File: config.mk
export PLATFORM = sky130hd
export DESIGN_NAME = swc_config_regs
export DESIGN_NICKNAME = d
export VERILOG_FILES = /design/src/verilog/swc_pkg.sv /design/src/verilog/swc_config_regs.sv /design/src/verilog/swc_sync.sv /design/src/verilog/swc_wet_decode.sv
export SDC_FILE = /design/constraint.sdc
export NUM_CORES = 1
export LEC_CHECK = 0
export BUFFER_PORTS_ARGS = -buffer_cell sky130_fd_sc_hd__buf_4
export CAP_MARGIN = 30
export CORE_ASPECT_RATIO = 0.5
export CORE_MARGIN = 3
export CORE_UTILIZATION = 57
export CTS_BUF_LIST = sky130_fd_sc_hd__clkbuf_16
export CTS_CLUSTER_SIZE = 30
export DETAILED_ROUTE_END_ITERATION = 10
export GPL_TIMING_DRIVEN = 0
export PLACE_DENSITY = 0.86
export SYNTH_ARGS = -nofsm -noshare
export SYNTH_HDL_FRONTEND = slang
export SYNTH_SLANG_ARGS = --single-unit
File: constraint.sdc
create_clock -name clk -period 2.63 [get_ports clk]
set_input_delay 0.1315 -clock clk [delete_from_list [all_inputs] [get_ports clk]]
set_output_delay 0.1315 -clock clk [all_outputs]
set_load 0.01 [all_outputs]
File: src/verilog/swc_pkg.sv
// Package for the switch input configuration register bank.
// Assumes a single 200 MHz core clock; the serial link is sampled by it.
`default_nettype none

package swc_pkg;

   // Serial frame layout
   localparam int FRAME_BITS  = 32;
   localparam int ADDR_MSB    = 31;
   localparam int ADDR_LSB    = 25;
   localparam int RW_BIT      = 24;
   localparam int DATA_BITS   = 24;

   // Register addresses (7-bit)
   localparam logic [6:0] ADDR_CHECK      = 7'h00;
   localparam logic [6:0] ADDR_CONFIG     = 7'h01;
   localparam logic [6:0] ADDR_HIZ_PROG   = 7'h02;
   localparam logic [6:0] ADDR_HIZ_GND    = 7'h03;
   localparam logic [6:0] ADDR_WET_PLOW   = 7'h04;
   localparam logic [6:0] ADDR_WET_GLOW   = 7'h05;
   localparam logic [6:0] ADDR_WET_GMID   = 7'h06;
   localparam logic [6:0] ADDR_WET_GHIGH  = 7'h07;
   localparam logic [6:0] ADDR_WET_PHIGH  = 7'h08;
   localparam logic [6:0] ADDR_FAULT_STAT = 7'h21;

   // Response flag positions
   localparam int FAULT_BIT = 23;
   localparam int IRQ_BIT   = 22;

   // Configuration field positions
   localparam int CFG_OV_OFF_BIT  = 16;
   localparam int CFG_WAKE_CHK    = 15;
   localparam int CFG_IRQ_PULSE   = 14;
   localparam int CFG_MUX_MSB     = 13;
   localparam int CFG_MUX_LSB     = 12;
   localparam int CFG_POL_MSB     = 11;

   // Writable masks and reset values
   localparam logic [23:0] CFG_MASK     = 24'h01FFFF;
   localparam logic [23:0] CFG_RESET    = 24'h008FFF;
   localparam logic [23:0] HIZP_MASK    = 24'h000FFF;
   localparam logic [23:0] HIZG_MASK    = 24'h1FFFFF;
   localparam logic [23:0] WET_FULL     = 24'hFFFFFF;
   localparam logic [23:0] WET_GH_MASK  = 24'h007FFF;
   localparam logic [23:0] WET_PH_MASK  = 24'h000FFF;
   localparam logic [23:0] WET_RESET    = 24'hDB6DB6;
   localparam logic [23:0] CHECK_WORD   = 24'h123456;

   // Wetting level codes
   localparam logic [2:0] WET_16MA = 3'h6;
   localparam int NUM_PROG = 12;
   localparam int NUM_GND  = 21;

   // Analog mux source codes
   typedef enum logic [1:0] {
      MUX_SERIAL_A, MUX_SERIAL_B, MUX_HW2, MUX_HW3
   } swc_mux_e;

   // Interrupt pulse width when pulse style is chosen
   localparam int IRQ_PULSE_NS     = 1000;
   localparam int CLK_PERIOD_NS    = 5;
   localparam int IRQ_PULSE_CYCLES = IRQ_PULSE_NS / CLK_PERIOD_NS;

endpackage

`default_nettype wire

File: src/verilog/swc_config_regs.sv
// Serial-reached configuration registers for a switch detection front end.
// Assumes a mode-0 serial master; link pins are sampled by the core clock.
//
// Behaviour
// - Frame: address 31-25, write flag 24, data.
// - Config bit 16 set turns overvoltage guard off.
// - Bit 15 low: ignore wake pin, rail low.
// - Bit 15 high: wake on falling edge; resets one.
// - Bit 14 picks latched or pulsed interrupt pin.
// - Bits 13-12 choose analog mux source.
// - Bits 11-0 set input polarity, reset ones.
// - High-impedance bit disables current source only.
// - High-impedance bits all reset to one.
// - Low power polls high-Z inputs, decide at window end.
// - High-impedance registers at addresses two and three.
// - Lower level registers pack eight 3-bit fields each.
// - Upper level registers hold four and five fields.
// - Level codes map to eight current steps.
// - Every level field resets to sixteen milliamps.
// - Writes accepted any time in normal mode.
// - Response bits 23 and 22 carry summary flags.
// - Any flagged register transaction clears interrupt flag.
// - Fault flag clears on fault read if cleared.
`default_nettype none

module swc_config_regs
   import swc_pkg::*;
#(
   parameter int PULSE_CYCLES = IRQ_PULSE_CYCLES
)(
   input  wire logic              clk,          // Core clock 200 MHz
   input  wire logic              reset_n,      // Async reset, active low
   input  wire logic              sclkPin,      // Serial clock from master
   input  wire logic              csPin_n,      // Chip select, active low
   input  wire logic              mosiPin,      // Serial data in
   output logic                   misoOut,      // Serial data out
   output logic                   misoOe,       // Drive enable for data out
   input  wire logic              faultEvent,   // Fault detected pulse
   input  wire logic              faultPresent, // Fault still present
   input  wire logic              irqEvent,     // Interrupt event pulse
   input  wire logic              lowPowerMode, // Device in low power
   input  wire logic              logicRailOk,  // Logic supply rail up
   input  wire logic              wakePin_n,    // Wake request pin
   input  wire logic              pollWindow,   // Active poll window level
   output logic                   wakeReq,      // Wake request pulse
   output logic                   irqPin_n,     // Interrupt pin, active low
   output logic                   ovGuardOff,   // Overvoltage guard off
   output logic [1:0]             muxSource,    // Analog mux source
   output logic [NUM_PROG-1:0]    polarity,     // 1 switch-to-battery
   output logic [8*NUM_PROG-1:0]  progSrcSel,   // Per-input current select
   output logic [8*NUM_GND-1:0]   gndSrcSel,    // Per-input current select
   output logic [NUM_PROG+NUM_GND-1:0] pollSample // Sampled at window end
);

   ////////////////////////////////////////////////////////////////////////
   // Pin synchronisers

   logic sclkS, csS_n, mosiS, wakeS_n, railS, pollS;
   logic csSel, wakeLow;

   // Active-low pins pass inverted so the flops' reset level matches the
   // idle pin; otherwise a false select and a false wake edge follow reset
   swc_sync uSyncSclk (.clk(clk), .reset_n(reset_n), .asyncIn(sclkPin),
                       .syncOut(sclkS));
   swc_sync uSyncCs   (.clk(clk), .reset_n(reset_n), .asyncIn(~csPin_n),
                       .syncOut(csSel));
   swc_sync uSyncMosi (.clk(clk), .reset_n(reset_n), .asyncIn(mosiPin),
                       .syncOut(mosiS));
   swc_sync uSyncWake (.clk(clk), .reset_n(reset_n), .asyncIn(~wakePin_n),
                       .syncOut(wakeLow));
   swc_sync uSyncRail (.clk(clk), .reset_n(reset_n), .asyncIn(logicRailOk),
                       .syncOut(railS));
   swc_sync uSyncPoll (.clk(clk), .reset_n(reset_n), .asyncIn(pollWindow),
                       .syncOut(pollS));

   assign csS_n   = ~csSel;
   assign wakeS_n = ~wakeLow;

   ////////////////////////////////////////////////////////////////////////
   // Edge detection on synchronised levels

   logic sclkD_q, csD_q, wakeD_q, pollD_q;

   always_ff @(posedge clk or negedge reset_n) begin
      if (!reset_n) begin
         sclkD_q <= 1'b0;
         csD_q   <= 1'b1;
         wakeD_q <= 1'b1;
         pollD_q <= 1'b0;
      end else begin
         sclkD_q <= sclkS;
         csD_q   <= csS_n;
         wakeD_q <= wakeS_n;
         pollD_q <= pollS;
      end
   end

   logic sclkRise, sclkFall, csStart, csEnd, wakeFall, pollEnd;
   assign sclkRise = sclkS & ~sclkD_q;
   assign sclkFall = ~sclkS & sclkD_q;
   assign csStart  = ~csS_n & csD_q;
   assign csEnd    = csS_n & ~csD_q;
   assign wakeFall = ~wakeS_n & wakeD_q;
   assign pollEnd  = ~pollS & pollD_q;

   ////////////////////////////////////////////////////////////////////////
   // Frame shifter and bit counter

   logic [FRAME_BITS-1:0] shiftIn_q;
   logic [5:0]            bitCnt_q;

   // Sample on rising serial clock while selected
   always_ff @(posedge clk or negedge reset_n) begin
      if (!reset_n) begin
         shiftIn_q <= '0;
         bitCnt_q  <= 6'h00;
      end else if (csStart) begin
         bitCnt_q <= 6'h00;
      end else if (!csS_n && sclkRise) begin
         shiftIn_q <= {shiftIn_q[FRAME_BITS-2:0], mosiS};
         if (bitCnt_q != 6'h3F) begin
            bitCnt_q <= bitCnt_q + 6'h01; // Saturate so long frames fail
         end
      end
   end

   logic [6:0]  frmAddr;
   logic        frmWrite;
   logic [23:0] frmData;
   logic        frameOk;
   assign frmAddr  = shiftIn_q[ADDR_MSB:ADDR_LSB];
   assign frmWrite = shiftIn_q[RW_BIT];
   assign frmData  = shiftIn_q[DATA_BITS-1:0];
   assign frameOk  = csEnd && (bitCnt_q == 6'(FRAME_BITS));

   ////////////////////////////////////////////////////////////////////////
   // Register storage

   logic [23:0] cfg_q, hizP_q, hizG_q;
   logic [23:0] wetPL_q, wetGL_q, wetGM_q, wetGH_q, wetPH_q;

   // Writes only on a complete frame, masked to implemented bits
   always_ff @(posedge clk or negedge reset_n) begin
      if (!reset_n) begin
         cfg_q   <= CFG_RESET;
         hizP_q  <= HIZP_MASK;
         hizG_q  <= HIZG_MASK;
         wetPL_q <= WET_RESET;
         wetGL_q <= WET_RESET;
         wetGM_q <= WET_RESET;
         wetGH_q <= WET_RESET & WET_GH_MASK;
         wetPH_q <= WET_RESET & WET_PH_MASK;
      end else if (frameOk && frmWrite && !lowPowerMode) begin
         case (frmAddr)
            ADDR_CONFIG:    cfg_q   <= frmData & CFG_MASK;
            ADDR_HIZ_PROG:  hizP_q  <= frmData & HIZP_MASK;
            ADDR_HIZ_GND:   hizG_q  <= frmData & HIZG_MASK;
            ADDR_WET_PLOW:  wetPL_q <= frmData;
            ADDR_WET_GLOW:  wetGL_q <= frmData;
            ADDR_WET_GMID:  wetGM_q <= frmData;
            ADDR_WET_GHIGH: wetGH_q <= frmData & WET_GH_MASK;
            ADDR_WET_PHIGH: wetPH_q <= frmData & WET_PH_MASK;
            default: ;
         endcase
      end
   end

   ////////////////////////////////////////////////////////////////////////
   // Configuration outputs

   always_ff @(posedge clk or negedge reset_n) begin
      if (!reset_n) begin
         ovGuardOff <= 1'b0;
         muxSource  <= 2'h0;
         polarity   <= '1;
      end else begin
         ovGuardOff <= cfg_q[CFG_OV_OFF_BIT];
         muxSource  <= cfg_q[CFG_MUX_MSB:CFG_MUX_LSB];
         polarity   <= cfg_q[CFG_POL_MSB:0];
      end
   end

   // Wake pin honoured only when checking is on or the rail is up
   always_ff @(posedge clk or negedge reset_n) begin
      if (!reset_n) begin
         wakeReq <= 1'b0;
      end else begin
         wakeReq <= lowPowerMode && wakeFall &&
                    (cfg_q[CFG_WAKE_CHK] || railS);
      end
   end

   ////////////////////////////////////////////////////////////////////////
   // Per-input current source decode

   logic [3*NUM_PROG-1:0] progLevels;
   logic [3*NUM_GND-1:0]  gndLevels;
   assign progLevels = {wetPH_q[11:0], wetPL_q};
   assign gndLevels  = {wetGH_q[14:0], wetGM_q, wetGL_q};

   genvar gi;
   generate
      for (gi = 0; gi < NUM_PROG; gi++) begin : gProg
         swc_wet_decode uDec (.clk(clk), .reset_n(reset_n),
            .level(progLevels[3*gi +: 3]), .highZ(hizP_q[gi]),
            .srcSel(progSrcSel[8*gi +: 8]));
      end
      for (gi = 0; gi < NUM_GND; gi++) begin : gGnd
         swc_wet_decode uDec (.clk(clk), .reset_n(reset_n),
            .level(gndLevels[3*gi +: 3]), .highZ(hizG_q[gi]),
            .srcSel(gndSrcSel[8*gi +: 8]));
      end
   endgenerate

   // Comparators stay live; state is captured at the end of the window
   always_ff @(posedge clk or negedge reset_n) begin
      if (!reset_n) begin
         pollSample <= '0;
      end else if (lowPowerMode && pollEnd) begin
         pollSample <= {hizG_q[NUM_GND-1:0], hizP_q[NUM_PROG-1:0]};
      end
   end

   ////////////////////////////////////////////////////////////////////////
   // Summary flags

   logic faultFlag_q, irqFlag_q, flagRegHit;
   assign flagRegHit = frameOk && (frmAddr != ADDR_CHECK) &&
                       (frmAddr != ADDR_WET_PLOW) &&
                       (frmAddr != ADDR_WET_GLOW) &&
                       (frmAddr != ADDR_WET_GMID);

   // Set wins over clear so no event is lost
   always_ff @(posedge clk or negedge reset_n) begin
      if (!reset_n) begin
         irqFlag_q   <= 1'b0;
         faultFlag_q <= 1'b0;
      end else begin
         if (irqEvent) begin
            irqFlag_q <= 1'b1;
         end else if (flagRegHit) begin
            irqFlag_q <= 1'b0;
         end
         if (faultEvent) begin
            faultFlag_q <= 1'b1;
         end else if (frameOk && !frmWrite && frmAddr == ADDR_FAULT_STAT
                      && !faultPresent) begin
            faultFlag_q <= 1'b0;
         end
      end
   end

   ////////////////////////////////////////////////////////////////////////
   // Interrupt pin: latched until flag clears, or a timed pulse

   logic [15:0] pulseCnt_q;
   always_ff @(posedge clk or negedge reset_n) begin
      if (!reset_n) begin
         pulseCnt_q <= 16'h0000;
      end else if (irqEvent && cfg_q[CFG_IRQ_PULSE]) begin
         pulseCnt_q <= 16'(PULSE_CYCLES);
      end else if (pulseCnt_q != 16'h0000) begin
         pulseCnt_q <= pulseCnt_q - 16'h0001;
      end
   end

   assign irqPin_n = cfg_q[CFG_IRQ_PULSE] ? (pulseCnt_q == 16'h0000)
                                          : ~irqFlag_q;

   ////////////////////////////////////////////////////////////////////////
   // Response word: loaded at frame start, shifted on falling clock

   logic [23:0] rdData;
   logic        hasFlags;
   always_comb begin
      rdData   = 24'h000000;
      hasFlags = 1'b1;
      case (frmAddr)
         ADDR_CHECK:     begin rdData = CHECK_WORD; hasFlags = 1'b0; end
         ADDR_CONFIG:    rdData = cfg_q;
         ADDR_HIZ_PROG:  rdData = hizP_q;
         ADDR_HIZ_GND:   rdData = hizG_q;
         ADDR_WET_PLOW:  begin rdData = wetPL_q; hasFlags = 1'b0; end
         ADDR_WET_GLOW:  begin rdData = wetGL_q; hasFlags = 1'b0; end
         ADDR_WET_GMID:  begin rdData = wetGM_q; hasFlags = 1'b0; end
         ADDR_WET_GHIGH: rdData = wetGH_q;
         ADDR_WET_PHIGH: rdData = wetPH_q;
         default:        rdData = 24'h000000;
      endcase
      if (hasFlags) begin
         rdData[FAULT_BIT] = faultFlag_q;
         rdData[IRQ_BIT]   = irqFlag_q;
      end
   end

   // Previous frame's address selects the answer for the next frame
   logic [FRAME_BITS-1:0] shiftOut_q;
   logic [23:0]           nextWord_q;
   always_ff @(posedge clk or negedge reset_n) begin
      if (!reset_n) begin
         nextWord_q <= 24'h000000;
      end else if (frameOk) begin
         nextWord_q <= rdData;
      end
   end

   always_ff @(posedge clk or negedge reset_n) begin
      if (!reset_n) begin
         shiftOut_q <= '0;
      end else if (csStart) begin
         shiftOut_q <= {8'h00, nextWord_q};
      end else if (!csS_n && sclkFall) begin
         shiftOut_q <= {shiftOut_q[FRAME_BITS-2:0], 1'b0};
      end
   end

   assign misoOut = shiftOut_q[FRAME_BITS-1];
   assign misoOe  = ~csS_n;
endmodule

`default_nettype wire

File: src/verilog/swc_sync.sv
// Two-flop synchroniser for one asynchronous level.
// Assumes the destination clock is the core clock.
`default_nettype none

module swc_sync
   import swc_pkg::*;
(
   input  wire logic clk,      // Core clock
   input  wire logic reset_n,  // Async reset, active low
   input  wire logic asyncIn,  // Level from outside the domain
   output logic      syncOut   // Synchronised level
);

   logic stage1Q;

   // First stage feeds only the second
   always_ff @(posedge clk or negedge reset_n) begin
      if (!reset_n) begin
         stage1Q <= 1'b0;
         syncOut <= 1'b0;
      end else begin
         stage1Q <= asyncIn;
         syncOut <= stage1Q;
      end
   end

endmodule

`default_nettype wire

File: src/verilog/swc_wet_decode.sv
// Decode of one 3-bit wetting level into a one-hot current selection.
// Assumes the analog side takes one select line per level.
`default_nettype none

module swc_wet_decode
   import swc_pkg::*;
(
   input  wire logic       clk,      // Core clock
   input  wire logic       reset_n,  // Async reset, active low
   input  wire logic [2:0] level,    // Level code
   input  wire logic       highZ,    // Input is high impedance
   output logic      [7:0] srcSel    // One-hot: 2,6,8,10,12,14,16,20 mA
);

   // High impedance forces the source off whatever the level
   always_ff @(posedge clk or negedge reset_n) begin
      if (!reset_n) begin
         srcSel <= 8'h00;
      end else if (highZ) begin
         srcSel <= 8'h00;
      end else begin
         srcSel <= 8'h01 << level;
      end
   end

endmodule

`default_nettype wire
==> metrics.md <==
| Metric | Value |
|---|---|
| Outcome | finished, violations left |
| Failing checks | setup timing |
| Cell Int Power | 0.0129 W |
| Mean number of vias per cell | 5.99 |
| TritonCTS clock tree | yes |
| Synth Register Bits | 590 |
| Register-to-Register Setup Slack | -0.10 ns |
| Shortest clock period the worst path allows after layout | 2.73 ns |
| Top-level I/O count | 328 |
| Layout Nets | 2,152 |
| Port-buffer cells | 327 |
| Placed instance count | 2,584 |
| Filler Cells Inserted | 2,428 |
| Pin slew with the least headroom to its limit | 1.06 ns |
| Highest Clock Rate | 366 MHz |
| Switching power total | 0.00360 W |
| Area share of the largest cell type after synthesis | 51.5% |
| Buffer levels on the longest clock path | 3 |
| Total global routing track utilization | 29.9% |
| Post-detailed-route wirelength per cell | 23.5 um |
| Crit Path Class | register to register |
| Post-synth net total | 1,745 |
| Part of the power in combinational logic | 2.0% |
| Post-route insts no fill | 2,697 |
| Width of the chip | 287 um |
| Headroom to the max-slew limit | 29.1% |
| Routability-driven placement congestion ratio | 0.984 |
| Launching point of the worst reg2reg path | shiftIn_q[26] |
| Final setup skew | 0.0254 ns |
| Number of warnings issued by yosys | 0 |
| Count of distinct cell types in the synthesized netlist | 61 |
| Post-Syn Instances | 1,730 |
| Mean area per synthesized cell | 13.0 um2 |
| Number of maximum-capacitance violations | 0 |
| P per Cell Area | 597 mW/mm2 |
| Startpoint type of the worst setup path | register |
| Register share of total power | 56.0% |
| Initial cell density of the core | 59.1% |
| EDFF count, synth | 0 |
| Post-route cell area | 0.0277 mm2 |
| Worst Setup End Kind | register |
| Share of power burned in the clock network | 42.0% |
| Leakage power figure | 13.1 nW |
| Floorplan die area | 0.0421 mm2 |
| Share of layout cells above drive strength 1 | 36.5% |
| Initial antenna violation count | 1 |
| End of the worst register-to-register path | nextWord_q[3] |
| Required time reported for the critical path endpoint | 3.04 ns |
| FFs w/ async S/R, synth | 100% |
| # clock sinks | 590 |
| Area of the mapped netlist | 0.0225 mm2 |
| Dominant synthesized flop cell | dfrtp_1 |
| Global route total overflow | 0 |
| Final Util | 72.5% |
| Seq/Total Area, Yosys | 66.2% |
| Count of cells along the worst register-to-register path | 7 |
| Number of nets with antenna violations after detailed routing | 0 |
| Aggregate negative setup slack | -0.101 ns |
| Via Count | 16,100 |
| Hold Violations, Final | 0 |
| CTS buffer count | 49 |
| H-tree levels | 2 |
| Final setup violation count | 1 |
| Critical path endpoint | nextWord_q[3] |
| Number of remaining DRC errors | 0 |
| Peak fanout along the critical path | 10 |
| Area of the core | 0.0382 mm2 |
| Switching share of power | 21.8% |
| P&R area growth vs syn | 22.7% |
| Clock-pin slew of the registers on the worst-case setup and hold paths | 0.07 ns |
| Clock latency reported for the late side of the worst-skew pair | 0.59 ns |
| Wire length of the first global-routing pass | 96.5 mm |
| Class of the tightest hold or removal check | input pin to async pin |
| HPWL Detailed | 43.7 mm |
| Sequential cell area in the final layout | 0.0149 mm2 |
| CP startpoint | shiftIn_q[26] |
| Final number of max-transition violations | 0 |
| Data arrival time of the critical path | 3.15 ns |
| Die extent in y | 147 um |
| Detailed Route WL | 63.4 mm |
| Largest net degree at the start of global routing | 124 |
| First-iteration detailed-routing DRC count | 1,700 |
| FP Rows | 50 |
| Via count of the first global-routing pass | 16,400 |
| PnR worst setup slack | -0.101 ns |
| Total iterations of the first detailed-routing run | 6 |
| Hold_ws | 0.139 ns |
| Cell area reported after detailed placement | 0.0258 mm2 |
| Area used by multi-input combinational logic | 0.00735 mm2 |
| Top cells by area, synth | dfrtp_1 52%, dfstp_2 15%, mux2_2 10%, nor3_1 3.2%, nand2b_1 3.1% |
| Maximum resistive drop on vdd | 0.508 mV |
| Most area-hungry cell type in the Yosys netlist | dfrtp_1 |
| Final period utilization | 104% |
| Ant. Diodes | 0 |
| CTS root buf | clkbuf_16 |
power groups by stage:
stage	Clock [W]	Sequential, W	Combinational, W
CTS	0.00698	0.00924	0.000346
global route	0.00743	0.00924	0.000381
detailed placement	0	0.00940	0.000330
finish	0.00694	0.00924	0.000337
floorplan	0	0.00934	0.0000876
global placement	0	0.00939	0.000294
repair_timing:
action	4_1_cts	5_1_grt
cloned	0	1
hold endpoints to repair	100	0
buffers inserted	8	2
resized for setup	20	31
endpoints found under the setup margin	124	88
hold buffers	11	0
pin swaps	5	2
metal layers:
metal,wire length [um],up-vias,GRT usage [%]
met5,0,-,0
met1,24700,8295,40.4
li1,-,6894,-
met4,1970,0,9.07
met3,6130,172,7.46
met2,30600,783,48.3
worst max-delay path, cell delays in order (launching register included):
cell	delay (ns)
dfrtp_1	0.42
buf_2	0.22
nor2b_1	0.21
clkbuf_1	0.31
a22oi_1	0.40
nor2_1	0.09
a2111oi_1	0.84
a21oi_1	0.09
cell families (layout without fill, tap and decap cells):
logic type,after synthesis,after routing,share of synthesized area (%)
AOI/OAI and AO/OA,156,156,4.49
xor gates and xnor gates,13,13,0.505
adders and majority gates,3,3,0.167
buffers and inverters,77,524,1.56
DFF,590,590,66.2
muxes,266,266,13.1
and+or+nand+nor,625,625,14.0
worst min-delay path by stage:
stage | startpoint | end | slack, ns | cells after the start
final | reset_n | gProg[1].uDec.srcSel[7] | 0.14 | 2
after global routing | logicRailOk | uSyncRail.stage1Q | 0.19 | 2
after CTS | reset_n | gProg[1].uDec.srcSel[0] | 0.18 | 2
after detailed placement | reset_n | gProg[1].uDec.srcSel[3] | 0.19 | 1
after global placement | pollWindow | uSyncPoll.stage1Q | 0.24 | 1
after floorplan | reset_n | bitCnt_q[0] | -0.16 | 0
cells in the final DEF, fill, tap and decap left out, drive strengths merged, types with 6 or more instances in the layout:
cell type	netlist	layout
nor3	150	150
mux2i	40	40
nor2	138	138
o21ai	68	68
dlygate4sd3	0	11
buf	20	360
a32oi	7	7
and3	7	7
dfrtp	464	464
nand3	23	23
xor2	11	11
mux2	225	225
nand2b	112	112
nor4	37	37
inv	12	35
nor2b	9	9
clkinv	0	13
nor3b	6	6
nand2	117	117
a21oi	16	16
a22oi	20	20
clkbuf	45	100
nand3b	10	10
dfstp	126	126
Yosys cell counts (all sizes together), types with 4 or more instances:
| library cell | number |
|---|---|
| a21oi | 16 |
| nand3b | 10 |
| mux2 | 225 |
| nand3 | 23 |
| a22o | 4 |
| clkbuf | 45 |
| and3 | 7 |
| o21ai | 68 |
| nand2 | 117 |
| a22oi | 20 |
| nor2b | 9 |
| nor2 | 138 |
| o2bb2ai | 5 |
| buf | 20 |
| dfstp | 126 |
| xor2 | 11 |
| mux2i | 40 |
| a221oi | 4 |
| inv | 12 |
| and2 | 4 |
| nor3b | 6 |
| dfrtp | 464 |
| a32oi | 7 |
| nor4 | 37 |
| nand2b | 112 |
| nor3 | 150 |
stage by stage:
| step | total power [W] | setup WS [ns] |
|---|---|---|
| finish | 0.0165 | -0.101 |
| global route | 0.0170 | -0.111 |
| CTS | 0.0166 | 0.00563 |
| detailed placement | 0.00973 | -0.401 |
| global placement | 0.00968 | -4.59 |
| floorplan | 0.00943 | 0.344 |
area by class of cell:
type	count	area share [%]
plain buffers	65	1.33
clock buffers	51	4.62
clock inverters	40	0.792
inverters	12	0.163
multi-input cells	1063	26.6
flip-flops and latches	590	54.0
well taps	520	2.35
repair buffers	356	10.2
state kept, by name (all words and copies together) (netlist names), 12 cells and up:
| name | cells |
|---|---|
| hizG_q | 21 |
| hizP_q | 12 |
| polarity | 12 |
| pulseCnt_q | 16 |
| wetPL_q | 24 |
| gProg.uDec.srcSel | 96 |
| cfg_q | 17 |
| shiftOut_q | 32 |
| wetGM_q | 24 |
| pollSample | 33 |
| shiftIn_q | 32 |
| wetPH_q | 12 |
| wetGL_q | 24 |
| wetGH_q | 15 |
| gGnd.uDec.srcSel | 168 |
| nextWord_q | 24 |
Note: power is estimated with default switching activity, not from simulation.
